## src/fpw_pkg.sv

```systemverilog
// Constants for the fan PWM duty and frequency block.
// Assumes a 25 MHz system clock and an APB3 register slave.
package fpw_pkg;

  // ****************************************
  // Clock and internal time bases
  // ****************************************
  localparam int unsigned CLK_HZ = 25000000;
  localparam int unsigned FAST_CLK_HZ = 360000;
  localparam int unsigned SLOW_CLK_HZ = 1400;
  localparam int unsigned HR_PWM_HZ = 22500;
  localparam int unsigned HR_PERIOD_STEPS = 255;
  // Longest period whose rate is not below each target rate, so round down
  localparam int unsigned FAST_DIV = CLK_HZ / FAST_CLK_HZ;
  localparam int unsigned SLOW_DIV = CLK_HZ / SLOW_CLK_HZ;
  localparam int unsigned HR_DIV = CLK_HZ / (HR_PWM_HZ * HR_PERIOD_STEPS);

  // ****************************************
  // Register indices, byte address is index times four
  // ****************************************
  localparam logic [7:0] IDX_ENH_CFG = 8'h45;
  localparam logic [7:0] IDX_PWM_CFG = 8'h4a;
  localparam logic [7:0] IDX_DUTY = 8'h4c;
  localparam logic [7:0] IDX_FREQ = 8'h4d;
  localparam logic [7:0] IDX_STATUS = 8'h4f;

  // ****************************************
  // Field positions and values
  // ****************************************
  localparam int unsigned BIT_HIGH_RES_DUTY_SELECT = 4;
  localparam int unsigned BIT_PWM_SLOW_CLOCK_SELECT = 3;
  localparam logic [7:0] HR_FREQ_CODE = 8'h08;
  localparam logic [7:0] HR_FULL_DUTY = 8'hff;
  localparam int unsigned BIT_STAT_HR_ACTIVE = 0;
  localparam int unsigned BIT_STAT_PWM_LEVEL = 1;

  // ****************************************
  // Reset values
  // ****************************************
  localparam logic [7:0] RST_ENH_CFG = 8'h00;
  localparam logic [7:0] RST_PWM_CFG = 8'h00;
  localparam logic [7:0] RST_DUTY = 8'h00;
  localparam logic [7:0] RST_FREQ = 8'h08;

endpackage

```

## src/fpw_fan_pwm.sv

```systemverilog
// Fan PWM generator with APB register access.
// Assumes APB3 master on the same clock; inputs synchronous to clk.
//
// Local design decision: the APB interface to the registers.
`timescale 1ns/1ps
`default_nettype none

// Contract
// - Without high-resolution mode, use 6-bit duty and 5-bit frequency code.
// - High-resolution needs select bit 4 set in enhanced config register.
// - High-resolution also needs slow clock select bit 3 cleared.
// - High-resolution also needs frequency register equal 0x08; all three together.
// - High-resolution uses 8-bit duty, FF is full, 22.5 kHz output; code gives about 24.5 kHz, as HR_DIV rounds down to 4.
// - Low-resolution code N gives period 2N fast ticks, duty 2N is full.
// - Slow clock selected gives 1.4 kHz divided by 2N.
// - Low-resolution duty step is one part in 2N.
// - Duty cycle equals duty value over full-scale value.
module fpw_fan_pwm #(
  parameter int unsigned FAST_DIV = fpw_pkg::FAST_DIV,
  parameter int unsigned SLOW_DIV = fpw_pkg::SLOW_DIV,
  parameter int unsigned HR_DIV = fpw_pkg::HR_DIV
) (
  // Clock and reset
  input wire logic clk,
  input wire logic rst,
  // APB slave
  input wire logic psel,
  input wire logic penable,
  input wire logic pwrite,
  input wire logic [11:0] paddr,
  input wire logic [31:0] pwdata,
  output logic [31:0] prdata,
  output logic pready,
  output logic pslverr,
  // Fan drive
  output logic fan_pwm
);

  // ****************************************
  // Registers
  // ****************************************
  logic [7:0] enh_cfg_q;
  logic [7:0] pwm_cfg_q;
  logic [7:0] duty_q;
  logic [7:0] freq_q;
  logic [15:0] div_q;
  logic [7:0] cnt_q;
  logic pwm_q;
  logic [31:0] prdata_q;
  logic pready_q;
  logic pslverr_q;

  logic high_res;
  logic slow_sel;
  logic tick;
  logic [15:0] div_max;
  logic [7:0] period;
  logic [7:0] duty_eff;
  logic pwm_d;
  logic [15:0] div_d;
  logic [7:0] cnt_d;

  // APB decode and next values
  logic apb_setup;
  logic apb_commit;
  logic sel_enh_cfg;
  logic sel_pwm_cfg;
  logic sel_duty;
  logic sel_freq;
  logic sel_status;
  logic sel_any;
  logic [7:0] enh_cfg_d;
  logic [7:0] pwm_cfg_d;
  logic [7:0] duty_d;
  logic [7:0] freq_d;
  logic [7:0] status_rd;
  logic [31:0] prdata_d;
  logic pready_d;
  logic pslverr_d;

  function automatic logic addr_hit(input logic [11:0] a, input logic [7:0] idx);
    addr_hit = (a == {2'b00, idx, 2'b00});
  endfunction

  // ****************************************
  // Mode decode
  // ****************************************
  assign slow_sel = pwm_cfg_q[fpw_pkg::BIT_PWM_SLOW_CLOCK_SELECT];
  assign high_res = enh_cfg_q[fpw_pkg::BIT_HIGH_RES_DUTY_SELECT]
                    & ~slow_sel
                    & (freq_q == fpw_pkg::HR_FREQ_CODE);

  // High resolution is never entered on the slow clock
  always_comb begin
    if (high_res) begin
      div_max = 16'(HR_DIV);
    end else if (slow_sel) begin
      div_max = 16'(SLOW_DIV);
    end else begin
      div_max = 16'(FAST_DIV);
    end
  end

  // Compare with >= so a shorter rate after a mode switch wraps at once
  assign tick = (div_q >= div_max - 16'h0001);

  always_comb begin
    if (tick) begin
      div_d = 16'h0000;
    end else begin
      div_d = div_q + 16'h0001;
    end
  end

  always_ff @(posedge clk) begin
    if (rst) begin
      div_q <= 16'h0000;
    end else begin
      div_q <= div_d;
    end
  end

  // ****************************************
  // Period and duty
  // ****************************************
  always_comb begin
    if (high_res) begin
      period = fpw_pkg::HR_FULL_DUTY;
      duty_eff = duty_q;
    end else begin
      period = {2'b00, freq_q[4:0], 1'b0};
      duty_eff = {2'b00, duty_q[5:0]};
    end
  end

  // Code 0 has no defined period, so the output is held low
  always_comb begin
    if (period == 8'h00) begin
      pwm_d = 1'b0;
    end else if (duty_eff >= period) begin
      pwm_d = 1'b1;
    end else begin
      pwm_d = (cnt_q < duty_eff);
    end
  end

  // Counter restarts if the period shrinks beneath it
  always_comb begin
    if (!tick) begin
      cnt_d = cnt_q;
    end else if (cnt_q >= period - 8'h01) begin
      cnt_d = 8'h00;
    end else begin
      cnt_d = cnt_q + 8'h01;
    end
  end

  always_ff @(posedge clk) begin
    if (rst) begin
      cnt_q <= 8'h00;
    end else begin
      cnt_q <= cnt_d;
    end
  end

  always_ff @(posedge clk) begin
    if (rst) begin
      pwm_q <= 1'b0;
    end else begin
      pwm_q <= pwm_d;
    end
  end

  // ****************************************
  // APB slave
  // ****************************************
  function automatic logic [31:0] word8(input logic [7:0] v);
    word8 = {24'h000000, v};
  endfunction

  // Setup phase is decoded; the write commits at the access edge
  assign apb_setup = psel && !penable && !pready_q;
  assign apb_commit = psel && penable && pready_q;

  assign sel_enh_cfg = addr_hit(paddr, fpw_pkg::IDX_ENH_CFG);
  assign sel_pwm_cfg = addr_hit(paddr, fpw_pkg::IDX_PWM_CFG);
  assign sel_duty = addr_hit(paddr, fpw_pkg::IDX_DUTY);
  assign sel_freq = addr_hit(paddr, fpw_pkg::IDX_FREQ);
  assign sel_status = addr_hit(paddr, fpw_pkg::IDX_STATUS);
  assign sel_any = sel_enh_cfg || sel_pwm_cfg || sel_duty || sel_freq || sel_status;

  // Status is read only: live mode and the registered output level
  always_comb begin
    status_rd = 8'h00;
    status_rd[fpw_pkg::BIT_STAT_HR_ACTIVE] = high_res;
    status_rd[fpw_pkg::BIT_STAT_PWM_LEVEL] = pwm_q;
  end

  // ****************************************
  // APB answer
  // ****************************************
  // No wait state: answer decoded in setup, given in the first access cycle
  assign pready_d = apb_setup;
  assign pslverr_d = apb_setup && !sel_any;

  // Read data holds until the next setup, so a late look still sees it
  always_comb begin
    prdata_d = prdata_q;
    if (apb_setup) begin
      if (pwrite) begin
        prdata_d = 32'h00000000;
      end else if (sel_enh_cfg) begin
        prdata_d = word8(enh_cfg_q);
      end else if (sel_pwm_cfg) begin
        prdata_d = word8(pwm_cfg_q);
      end else if (sel_duty) begin
        prdata_d = word8(duty_q);
      end else if (sel_freq) begin
        prdata_d = word8(freq_q);
      end else if (sel_status) begin
        prdata_d = word8(status_rd);
      end else begin
        prdata_d = 32'h00000000;
      end
    end
  end

  always_ff @(posedge clk) begin
    if (rst) begin
      pready_q <= 1'b0;
    end else begin
      pready_q <= pready_d;
    end
  end

  always_ff @(posedge clk) begin
    if (rst) begin
      pslverr_q <= 1'b0;
    end else begin
      pslverr_q <= pslverr_d;
    end
  end

  always_ff @(posedge clk) begin
    if (rst) begin
      prdata_q <= 32'h00000000;
    end else begin
      prdata_q <= prdata_d;
    end
  end

  // ****************************************
  // Control registers
  // ****************************************
  // Writes land only at the completing access edge
  always_comb begin
    enh_cfg_d = enh_cfg_q;
    pwm_cfg_d = pwm_cfg_q;
    duty_d = duty_q;
    freq_d = freq_q;
    if (apb_commit && pwrite) begin
      if (sel_enh_cfg) begin
        enh_cfg_d = pwdata[7:0];
      end
      if (sel_pwm_cfg) begin
        pwm_cfg_d = pwdata[7:0];
      end
      if (sel_duty) begin
        duty_d = pwdata[7:0];
      end
      if (sel_freq) begin
        freq_d = pwdata[7:0];
      end
    end
  end

  always_ff @(posedge clk) begin
    if (rst) begin
      enh_cfg_q <= fpw_pkg::RST_ENH_CFG;
    end else begin
      enh_cfg_q <= enh_cfg_d;
    end
  end

  always_ff @(posedge clk) begin
    if (rst) begin
      pwm_cfg_q <= fpw_pkg::RST_PWM_CFG;
    end else begin
      pwm_cfg_q <= pwm_cfg_d;
    end
  end

  always_ff @(posedge clk) begin
    if (rst) begin
      duty_q <= fpw_pkg::RST_DUTY;
    end else begin
      duty_q <= duty_d;
    end
  end

  always_ff @(posedge clk) begin
    if (rst) begin
      freq_q <= fpw_pkg::RST_FREQ;
    end else begin
      freq_q <= freq_d;
    end
  end

  // Every output comes straight from a flip-flop
  assign prdata = prdata_q;
  assign pready = pready_q;
  assign pslverr = pslverr_q;
  assign fan_pwm = pwm_q;

endmodule // fpw_fan_pwm

`default_nettype wire

```

## config.mk

```make
export PLATFORM = sky130hd
export DESIGN_NAME = fpw_fan_pwm
export DESIGN_NICKNAME = d
export VERILOG_FILES = /design/src/fpw_pkg.sv /design/src/fpw_fan_pwm.sv
export SDC_FILE = /design/constraint.sdc
export NUM_CORES = 1
export LEC_CHECK = 0
export BUFFER_PORTS_ARGS = -buffer_cell sky130_fd_sc_hd__buf_2
export CORE_MARGIN = 1
export CORE_UTILIZATION = 27
export CTS_CLUSTER_SIZE = 28
export DETAILED_ROUTE_END_ITERATION = 6
export PLACE_DENSITY = 0.47
export RECOVER_POWER = 25
export SLEW_MARGIN = 15
export SYNTH_ARGS = -nofsm -noshare
export SYNTH_HDL_FRONTEND = slang
export SYNTH_SLANG_ARGS = --single-unit
```

## constraint.sdc

```tcl
create_clock -name clk -period 5.75 [get_ports clk]
set_input_delay 0.575 -clock clk [delete_from_list [all_inputs] [get_ports clk]]
set_output_delay 0.575 -clock clk [all_outputs]
set_load 0.01 [all_outputs]
```

* Yosys cells after proc, flatten, opt, wreduce, memory -nomap -nowiden *
Cells that the tools add are included.

storage, ports and cells
  bits in registers = 91
  input port bits = 49
  output and inout port bits = 35
  word-level logic and storage cells = 59

operators by class
  add/subtract/negate cells = 4
  $lt $le $gt $ge = 4
  eq/ne operators = 6
  mux-type cells = 12
  bitwise logic cells = 3
  reductions and logical operators = 20

operators with widths
  kind                   count
  $mux 8                 8
  $eq 12x9->1 const B    5
  $mux 15                2
  $add 16x1->16 const B  1
  $ge 16x16->1           1
  $ge 8x8->1             2
  $sub 16x1->16 const B  1
  $add 8x1->8 const B    1
  $eq 8x4->1 const B     1
  $logic_not 8->1        1
  $lt 8x8->1             1
  $reduce_and 2->1       4
  $sub 8x1->8 const B    1
  $logic_and 1x1->1      6
  $logic_or 1x1->1       4
  $reduce_or 2->1        2
  $logic_not 1->1        3
  $and 1x1->1            2
  $mux 2                 1
  $mux 1                 1
  $not 1->1              1

* Longest topological paths before layout *
Gate-level depths: netlist (run 1).

  depth after elaboration = 9
  depth in mapped cells = 14
  depth with buffers taken out = 13

* Worst setup path after synthesis (run 1) *
No wires, ideal clock.

  path type = register to register
  start = register freq_q[0]
  end = register cnt_q[3]
  arrival time = 2.842 ns
  data required time = 5.676 ns
  slack = 2.834 ns
  cell stages (with the launch flop) = 13
  period minus slack after synthesis = 2.916 ns
  path through = dfxtp_1 clkbuf_1 nor4_2 and4_1 buf_2 inv_2 ha_1 nand2b_1 a2111oi_2 o21ai_1 a211oi_4 a21oi_1 o22ai_2

between the ends
  word-level cells in the longest chain between the ends = 6
  elaborated cells between the ends (all ways) = 9
  classes of those cells = add/sub (2); order compare (2); eq/ne (1); mux (3); bitwise (1)

ends and longest elaborated chain
  what                                                                   line                source
  start, declared                                                        fpw_fan_pwm.sv:45   logic [7:0] freq_q;
  start signal, assigned                                                 fpw_fan_pwm.sv:303  freq_q <= fpw_pkg::RST_FREQ;
  start signal, assigned                                                 fpw_fan_pwm.sv:305  freq_q <= freq_d;
  parallel branches: the longest is 6 deep, another holds $sub 16x1->16  --
  end signal, assigned                                                   fpw_fan_pwm.sv:162  cnt_q <= cnt_d;
  end, declared                                                          fpw_fan_pwm.sv:47   logic [7:0] cnt_q;

Several ways; the timed one is not identified.
A chain may end at the register's enable or synchronous reset.

* Worst setup path in the final report (run 1) *
  start = register freq_q[0]
  end = register cnt_q[2]

The elaborated chain is that of the path after synthesis.

==> results of run 1 <==
==> power by group through the flow <==
| stage | sequential [mW] | combinational, mW | clock, mW |
|---|---|---|---|
| finish | 0.469 | 0.0602 | 0.552 |
| global route | 0.469 | 0.0669 | 0.587 |
| CTS | 0.469 | 0.0611 | 0.566 |
| detailed placement | 0.480 | 0.0611 | 0 |
| global placement | 0.479 | 0.0602 | 0 |
| floorplan | 0.479 | 0.0528 | 0 |
==> sequential cells by signal (all words and copies together) (netlist names) <==
register   flops
div_q         16
cnt_q          8
duty_q         8
enh_cfg_q      8
freq_q         8
prdata         8
pwm_cfg_q      8
fan_pwm        1
pready         1
pslverr        1
==> final timing paths <==
check	start	end	slack (ns)	cells past startpoint
max	freq_q[0]$_SDFFE_PP0P_	cnt_q[2]$_SDFFE_PP0P_	2.40	10
min	div_q[0]$_SDFF_PP0_	div_q[0]$_SDFF_PP0_	0.47	1
max reg2reg	freq_q[0]$_SDFFE_PP0P_	cnt_q[2]$_SDFFE_PP0P_	2.40	10
min reg2reg	div_q[0]$_SDFF_PP0_	div_q[0]$_SDFF_PP0_	0.47	1
==> Yosys cell counts, types with 2 or more instances <==
cell                         n  share of area, %
sky130_fd_sc_hd__buf_4      26               4.6
sky130_fd_sc_hd__a2111oi_0   2              0.42
sky130_fd_sc_hd__o21a_1      5              0.89
sky130_fd_sc_hd__nand2_1    38               3.4
sky130_fd_sc_hd__nand4_1     9               1.3
sky130_fd_sc_hd__and4_1      2              0.42
sky130_fd_sc_hd__conb_1      2              0.18
sky130_fd_sc_hd__nor2_1     52               4.6
sky130_fd_sc_hd__o21ai_0    17               2.0
sky130_fd_sc_hd__xnor2_1     8               1.7
sky130_fd_sc_hd__inv_1      19               1.7
sky130_fd_sc_hd__dfxtp_1    67                32
sky130_fd_sc_hd__a22oi_1     8               1.4
sky130_fd_sc_hd__a21oi_2     2              0.42
sky130_fd_sc_hd__o22ai_2     5               1.5
sky130_fd_sc_hd__o21ai_1    18               2.1
sky130_fd_sc_hd__mux2i_1    32               7.6
sky130_fd_sc_hd__and2_1      4              0.59
sky130_fd_sc_hd__a211oi_4    3               1.4
sky130_fd_sc_hd__a21oi_1    18               2.1
sky130_fd_sc_hd__o211ai_1    2              0.36
sky130_fd_sc_hd__ha_1       34                10
sky130_fd_sc_hd__nor3_1      4              0.47
sky130_fd_sc_hd__buf_1       3              0.27
sky130_fd_sc_hd__nand2b_1    6              0.89
sky130_fd_sc_hd__nand3_1    19               2.3
sky130_fd_sc_hd__nor2b_1     3              0.45
sky130_fd_sc_hd__a31oi_1     3              0.45
sky130_fd_sc_hd__buf_2       5              0.59
sky130_fd_sc_hd__a21o_1      4              0.71
sky130_fd_sc_hd__a211oi_1    2              0.36
sky130_fd_sc_hd__nor2_4     10               2.7
sky130_fd_sc_hd__xor2_1      7               1.5
sky130_fd_sc_hd__and3_1      4              0.59
sky130_fd_sc_hd__clkbuf_1    5              0.45
==> worst register-to-register path, stage by stage, from the launching register on <==
cell	delay, ns
sky130_fd_sc_hd__dfxtp_1	0.41
sky130_fd_sc_hd__nor4_2	0.50
sky130_fd_sc_hd__and4_1	0.53
sky130_fd_sc_hd__inv_2	0.11
sky130_fd_sc_hd__ha_1	0.28
sky130_fd_sc_hd__nand2b_1	0.15
sky130_fd_sc_hd__a2111oi_2	0.35
sky130_fd_sc_hd__o21ai_1	0.18
sky130_fd_sc_hd__a211oi_4	0.45
sky130_fd_sc_hd__nand2b_4	0.17
sky130_fd_sc_hd__o21ai_1	0.15
==> area by class of cell <==
cell class	instances	area share, %
Clock buffer	11	4.91
Clock inverter	5	1.32
Inverter	20	1.58
Multi-Input combinational cell	378	55.6
Sequential cell	67	28.3
Tap cell	188	4.96
Timing Repair Buffer	35	3.38
==> logic make-up after synthesis <==
kind of cell / after synthesis
flip-flops: 67
AO/OA/AOI/OAI: 98
adder cells (fa/ha/maj): 34
XOR/XNOR: 15
buffers and inverters: 60
AND/OR/NAND/NOR: 171
other: 2
multiplexers: 32
==> per-layer routing <==
| layer | track usage, % | vias up | routed length (µm) |
|---|---|---|---|
| met5 | 0 | - | 0 |
| met4 | 3.22 | 0 | 105 |
| met3 | 3.96 | 10 | 290 |
| met2 | 22.3 | 50 | 4940 |
| met1 | 17.5 | 1620 | 4920 |
| li1 | - | 1708 | - |
==> stage by stage <==
step	setup slack [ns]	hold slack, ns	instance area, µm²	cells
2_1_floorplan	2.83	0.435	4310	505
3_3_place_gp	2.42	0.450	4460	688
3_5_place_dp	2.39	0.461	4460	688
4_1_cts	2.36	0.474	4760	704
5_1_grt	2.12	0.508	4740	704
6_report	2.40	0.471	4740	704
==> summary.md, run 1 <==
| Metric | Value |
|---|---|
| Run status | finished, violations left |
| Violations in the final reports | capacitance limit, slew limit |
| Final Setup Violations | 0 |
| Top flip-flop cell by instance count after synthesis | sky130_fd_sc_hd__dfxtp_1 |
| Top Ports | 84 |
| Worst path bufs/invs | 1 |
| Worst Path Required | 6.02 ns |
| Count of max-cap constraint violations | 1 |
| Synth warn | 0 |
| Delay of the slowest cell on the worst path | 0.53 ns |
| Number of enable flip-flop cells after synthesis | 0 |
| Commonest non-fill, non-tap cell in the layout | sky130_fd_sc_hd__dfxtp_1 |
| Category of the critical setup timing path | reg -> reg |
| Via count | 3388 |
| Proportion of synthesized flip-flops having asynchronous set or reset | 0% |
| Synthesized-area fraction occupied by and/or/nand/nor cells | 22.9% |
| Unrepaired setup endpoints after global routing | no |
| Time the final worst path needs with I/O delays and setup | 3.35 ns |
| Share of synthesized cell area in full adder, half adder and majority cells | 10.1% |
| Multi-input gate area in the final layout | 0.00264 mm² |
| Nets@finish | 594 |
| Worst-case clock buffer depth | 2 |
| DIE HEIGHT | 127 µm |
| Mapped Area | 0.00422 mm² |
| Count of TritonRoute iterations in the first routing pass | 4 |
| VDD IR-drop max | 0.000160 V |
| Overall fraction of global-route tracks in use | 13.6% |
| GP Congestion | 0.743 |
| Routed via count divided by cell count | 4.81 |
| Path category of the worst min-delay check | reg -> reg |
| Total Die Area | 0.0161 mm² |
| Measured slew at the worst slew-check pin | 2.17 ns |
| Wire length of the first global-routing pass | 17000 µm |
| Iteration-0 DRC Markers | 172 |
| Crit-path cells | nor4_2 > and4_1 > inv_2 > ha_1 > nand2b_1 > a2111oi_2 > o21ai_1 > a211oi_4 > nand2b_4 > o21ai_1 |
| Max Slew Vio Count | 44 |
| Routed WL per cell | 14.6 µm |
| Share of the synthesized netlist area taken by xor and xnor gates | 3.12% |
| Clk_lat worst skew | 0.34 ns |
| Placeable core region | 0.0152 mm² |
| Most frequent cell on the critical path | sky130_fd_sc_hd__o21ai_1 |
| Initial antenna violation count | 0 |
| Sw Pwr | 0.259 mW |
| Number of register bits inferred by synthesis | 67 |
| Clock tree from TritonCTS | done |
| Part of the power in combinational logic | 5.6% |
| Antenna-violating nets left | 0 |
| H-tree Lvls | 3 |
| Critical path arrival | 3.62 ns |
| Clock-pin slew reported for the worst setup and hold paths after clock tree synthesis | 0.06 ns |
| Worst Setup End Kind | flop |
| Area taken by flip-flops and latches | 0.00134 mm² |
| Clock power share | 51.0% |
| Hold Violations, Final | 0 |
| Internal power | 0.823 mW |
| Power density cells | 228 mW/mm² |
| Library cell contributing the largest single delay on the critical path | sky130_fd_sc_hd__and4_1 |
| Commonest cells after routing, fill and taps aside | sky130_fd_sc_hd__dfxtp_1, sky130_fd_sc_hd__nor2_1, sky130_fd_sc_hd__nand2_1 |
| Half-perimeter wire length after placement | 7700 µm |
| Max transition margin | -44.6% |
| Peak Freq | 298 MHz |
| Total power of the final layout | 1.08 mW |
| Area fraction in compound gates after synthesis | 16.4% |
| Number of hold buffers added after CTS | 0 |
| Avg Synthesized Cell Area | 8.80 µm² |
| Vias in the first global route | 3284 |
| Gate family responsible for the most delay along the worst path | simple AND/OR/NAND/NOR gates |
| Overflow left after global routing | 0 |
| Post-CTS setup buffer count | 0 |
| Die X-Extent | 127 µm |
| Post-route core utilization | 31.2% |
| Clock Sink Count | 67 |
| Summed negative setup slack over all endpoints | 0 ns |
| Syn Inst Count | 479 |
| Wire length after detailed routing | 10300 µm |
| Switching power as a share of total power | 24.0% |
| Part of the Yosys area used for sequential elements | 31.8% |
| Static leakage | 1.78 nW |
| Largest driver fanout on the critical path | 10 |
| Fraction of the cycle the final worst path needs | 58.3% |
| Fraction of layout instances using a drive strength above 1 | 14.3% |
| Main combinational cell family by area after synthesis | simple AND/OR/NAND/NOR gates |
| Effective utilization at floorplan | 27.7% |
| Port-buffer cells | 35 |
| # DRC | 0 |
| Startpoint types | flop |
| Number of filler instances in the final layout | 1623 |
| Share of synthesized area spent on multiplexers | 7.60% |
| Count of distinct cell types in the synthesized netlist | 66 |
| Rows | 45 |
| Maximum number of pins on one net before global-route repair | 44 |
| P&R area growth vs syn | 12.5% |
| Num CTS Buffers | 9 |
| Clock skew after layout | 0.00851 ns |
| Post-CTS resize count | 0 |
| Number of antenna cells inserted | 0 |
| Buffer type at the clock tree root | sky130_fd_sc_hd__clkbuf_16 |
| Sequential cell fraction of total power | 43.4% |
(Power assumes the default switching activity.)
==> run 2, diff against run 1 <==
PLACE_DENSITY = 0.49   (was 0.47)
clock period = 2.9 ns   (was 5.75 ns; I/O delays follow)
==> run 2 against run 1 <==
  * Via count is 1.2% higher
  * The run now ends clean
  * Combinational power rose by 100%
  * Sequential share of layout area is 0.58 points lower
  * Non-clock buffer count is 13 higher
  * Global-route usage grew 0.063 points
  * Clock skew down 0.0017 ns
  * Wire length grew 1.7%
  * Clock power up 100%
  * Utilization up 0.66 points
  * Die area did not move
==> summary.md, run 2 (synthesis gave the netlist of run 1 again) <==
| Metric | Value |
|---|---|
| DIE HEIGHT | 127 µm (unchanged) |
| Unrepaired setup endpoints after global routing | no (unchanged) |
| Max Slew Vio Count | 0 (was 44) |
| Initial antenna violation count | 0 (unchanged) |
| Vias in the first global route | 3421 (was 3284) |
| Nets@finish | 607 (was 594) |
| VDD IR-drop max | 0.000224 V (was 0.000160 V) |
| Clock power share | 51.4% (was 51.0%) |
| Hold Violations, Final | 0 (unchanged) |
| Wire length of the first global-routing pass | 17200 µm (was 17000 µm) |
| Count of TritonRoute iterations in the first routing pass | 4 (unchanged) |
| Worst Path Required | 3.17 ns (was 6.02 ns) |
| Commonest non-fill, non-tap cell in the layout | sky130_fd_sc_hd__dfxtp_1 (unchanged) |
| Num CTS Buffers | 9 (unchanged) |
| Sw Pwr | 0.517 mW (was 0.259 mW) |
| Gate family responsible for the most delay along the worst path | compound AO/OA/AOI/OAI gates (was simple AND/OR/NAND/NOR gates) |
| GP Congestion | 0.784 (was 0.743) |
| Placeable core region | 0.0152 mm² (unchanged) |
| Run status | finished, final reports clean (was finished, violations left) |
| Largest driver fanout on the critical path | 7 (was 10) |
| Reg-to-Reg Start | freq_q[0]$_SDFFE_PP0P_ (unchanged) |
| Biggest register | div_q (unchanged) |
| Startpoint types | flop (unchanged) |
| Slack of the worst reg-to-reg path | 0.24 ns (was 2.40 ns) |
| Flip-flop count of the largest register after layout | 16 (unchanged) |
| Overall fraction of global-route tracks in use | 13.7% (was 13.6%) |
| Clock skew after layout | 0.00679 ns (was 0.00851 ns) |
| Switching power as a share of total power | 23.8% (was 24.0%) |
| P&R area growth vs syn | 14.9% (was 12.5%) |
| Critical path startpoint | freq_q[0]$_SDFFE_PP0P_ (unchanged) |
| Iteration-0 DRC Markers | 155 (was 172) |
| Count of max-cap constraint violations | 0 (was 1) |
| Peak Freq | 376 MHz (was 298 MHz) |
| Overflow left after global routing | 0 (unchanged) |
| Category of the critical setup timing path | reg -> reg (unchanged) |
| Buffer type at the clock tree root | sky130_fd_sc_hd__clkbuf_16 (unchanged) |
| Wire length after detailed routing | 10400 µm (was 10300 µm) |
| Summed negative setup slack over all endpoints | 0 ns (unchanged) |
| Critical path arrival | 2.93 ns (was 3.62 ns) |
| Total Die Area | 0.0161 mm² (unchanged) |
| Library cell contributing the largest single delay on the critical path | sky130_fd_sc_hd__a2111oi_2 (was sky130_fd_sc_hd__and4_1) |
| Effective utilization at floorplan | 27.7% (unchanged) |
| Time the final worst path needs with I/O delays and setup | 2.66 ns (was 3.35 ns) |
| Final Setup Violations | 0 (unchanged) |
| Setup slack of the critical path after layout | 0.240 ns (was 2.40 ns) |
| Clock-pin slew reported for the worst setup and hold paths after clock tree synthesis | 0.06 ns (about the same) |
| Critical path endpoint | cnt_q[4]$_SDFFE_PP0P_ (was cnt_q[2]$_SDFFE_PP0P_) |
| Top Ports | 84 (unchanged) |
| Static leakage | 1.85 nW (was 1.78 nW) |
| Rows | 45 (unchanged) |
| FF-to-FF End | cnt_q[4]$_SDFFE_PP0P_ (was cnt_q[2]$_SDFFE_PP0P_) |
| Clk_lat worst skew | 0.34 ns (about the same) |
| Clock tree from TritonCTS | done (unchanged) |
| Commonest cells after routing, fill and taps aside | sky130_fd_sc_hd__dfxtp_1, sky130_fd_sc_hd__nor2_1, sky130_fd_sc_hd__nand2_1 (unchanged) |
| Fraction of layout instances using a drive strength above 1 | 16.5% (was 14.3%) |
| Number of hold buffers added after CTS | 0 (unchanged) |
| Delay of the slowest cell on the worst path | 0.34 ns (was 0.53 ns) |
| Power density cells | 448 mW/mm² (was 228 mW/mm²) |
| Part of the power in combinational logic | 5.7% (was 5.6%) |
| Worst reg-to-reg path cell count | 11 (was 10) |
| Worst-case clock buffer depth | 2 (unchanged) |
| Measured slew at the worst slew-check pin | 1.06 ns (was 2.17 ns) |
| Routed WL per cell | 14.6 µm (about the same) |
| # DRC | 0 (unchanged) |
| H-tree Lvls | 3 (unchanged) |
| Routed via count divided by cell count | 4.79 (was 4.81) |
| Port-buffer cells | 35 (unchanged) |
| Maximum number of pins on one net before global-route repair | 41 (was 44) |
| Internal power | 1.65 mW (was 0.823 mW) |
| Crit-path cells | nor4_4 > and4_1 > inv_2 > ha_1 > nand2b_1 > a2111oi_2 > o21ai_1 > a211oi_4 > buf_4 > a21oi_1 > o22ai_2 (was nor4_2 > and4_1 > inv_2 > ha_1 > nand2b_1 > a2111oi_2 > o21ai_1 > a211oi_4 > nand2b_4 > o21ai_1) |
| Die X-Extent | 127 µm (unchanged) |
| Fraction of the cycle the final worst path needs | 91.7% (was 58.3%) |
| Worst path bufs/invs | 2 (was 1) |
| Clock Sink Count | 67 (unchanged) |
| Half-perimeter wire length after placement | 7900 µm (was 7700 µm) |
| Via count | 3430 (was 3388) |
| Sequential cell fraction of total power | 42.9% (was 43.4%) |
| Hold WS | 0.191 ns (was 0.471 ns) |
| Path category of the worst min-delay check | in -> reg (was reg -> reg) |
| Pre-CTS setup slack | 0.159 ns (was 2.39 ns) |
| Worst Setup End Kind | flop (unchanged) |
| Antenna-violating nets left | 0 (unchanged) |
| Total number of cells along the worst setup path | 11 (was 10) |
| Total power of the final layout | 2.17 mW (was 1.08 mW) |
| Max transition margin | 29.0% (was -44.6%) |
| Number of antenna cells inserted | 0 (unchanged) |
[run 2: changes by cell type in the layout (fill, tap and decap cells not counted)]
cell,before,now
sky130_fd_sc_hd__buf_4,0,13
sky130_fd_sc_hd__clkbuf_1,14,11
sky130_fd_sc_hd__and2_0,0,1
sky130_fd_sc_hd__and2_1,4,3
sky130_fd_sc_hd__buf_2,23,24
sky130_fd_sc_hd__clkbuf_8,0,1
sky130_fd_sc_hd__nand4_1,9,10
sky130_fd_sc_hd__nand4_2,1,0
sky130_fd_sc_hd__nor2_1,52,53
sky130_fd_sc_hd__nor2_4,10,9
sky130_fd_sc_hd__nor4_2,1,0
sky130_fd_sc_hd__nor4_4,1,2
[run 2: worst min-delay path by stage]
| stage | cells past startpoint | startpoint | to |
|---|---|---|---|
| global route | 2 | rst | pready$_SDFF_PP0_ |
| finish | 2 | rst | pready$_SDFF_PP0_ |
| floorplan | 2 | pwdata[3] | freq_q[3]$_SDFFE_PP1P_ |
| global placement | 1 | div_q[0]$_SDFF_PP0_ | div_q[0]$_SDFF_PP0_ |
| detailed placement | 1 | div_q[0]$_SDFF_PP0_ | div_q[0]$_SDFF_PP0_ |
| CTS | 2 | rst | pready$_SDFF_PP0_ |
[run 2: timing repair]
item	in CTS	in global routing
buffers inserted	0	1
setup endpoints to repair	0	7
resized for setup	0	1
[run 2: area by class of cell]
cell class                 instances  area [µm²]
multi-input combinational        378        2630
inverter                          20        75.1
sequential                        67        1340
clock buffer                      10         239
fill                            1616       10400
tap                              188         235
timing repair buffer              48         259
clock inverter                     5        62.6
[run 2: stage by stage]
stage	cell area, µm²	cells	utilization, %
after floorplan	4310	505	-
after global placement	4550	700	29.9
after detailed placement	4550	700	29.9
after CTS	4850	715	31.9
after global routing	4840	716	31.9
final	4840	716	31.9
[run 2: routing by layer]
metal / vias to the layer above / track usage, % / wire [µm]
li1: 1727 / - / -
met1: 1614 / 16.9 / 4730
met2: 72 / 23.4 / 5100
met3: 17 / 2.99 / 394
met4: 0 / 4.62 / 204
met5: - / 0 / 0
[run 2: power groups by stage]
stage                     Sequential (mW)  Combinational (mW)  Clock (mW)
after CTS                           0.930               0.123        1.13
after floorplan                     0.950               0.105           0
after detailed placement            0.951               0.123           0
after global routing                0.931               0.137        1.18
after global placement              0.950               0.122           0
final                               0.931               0.123        1.12
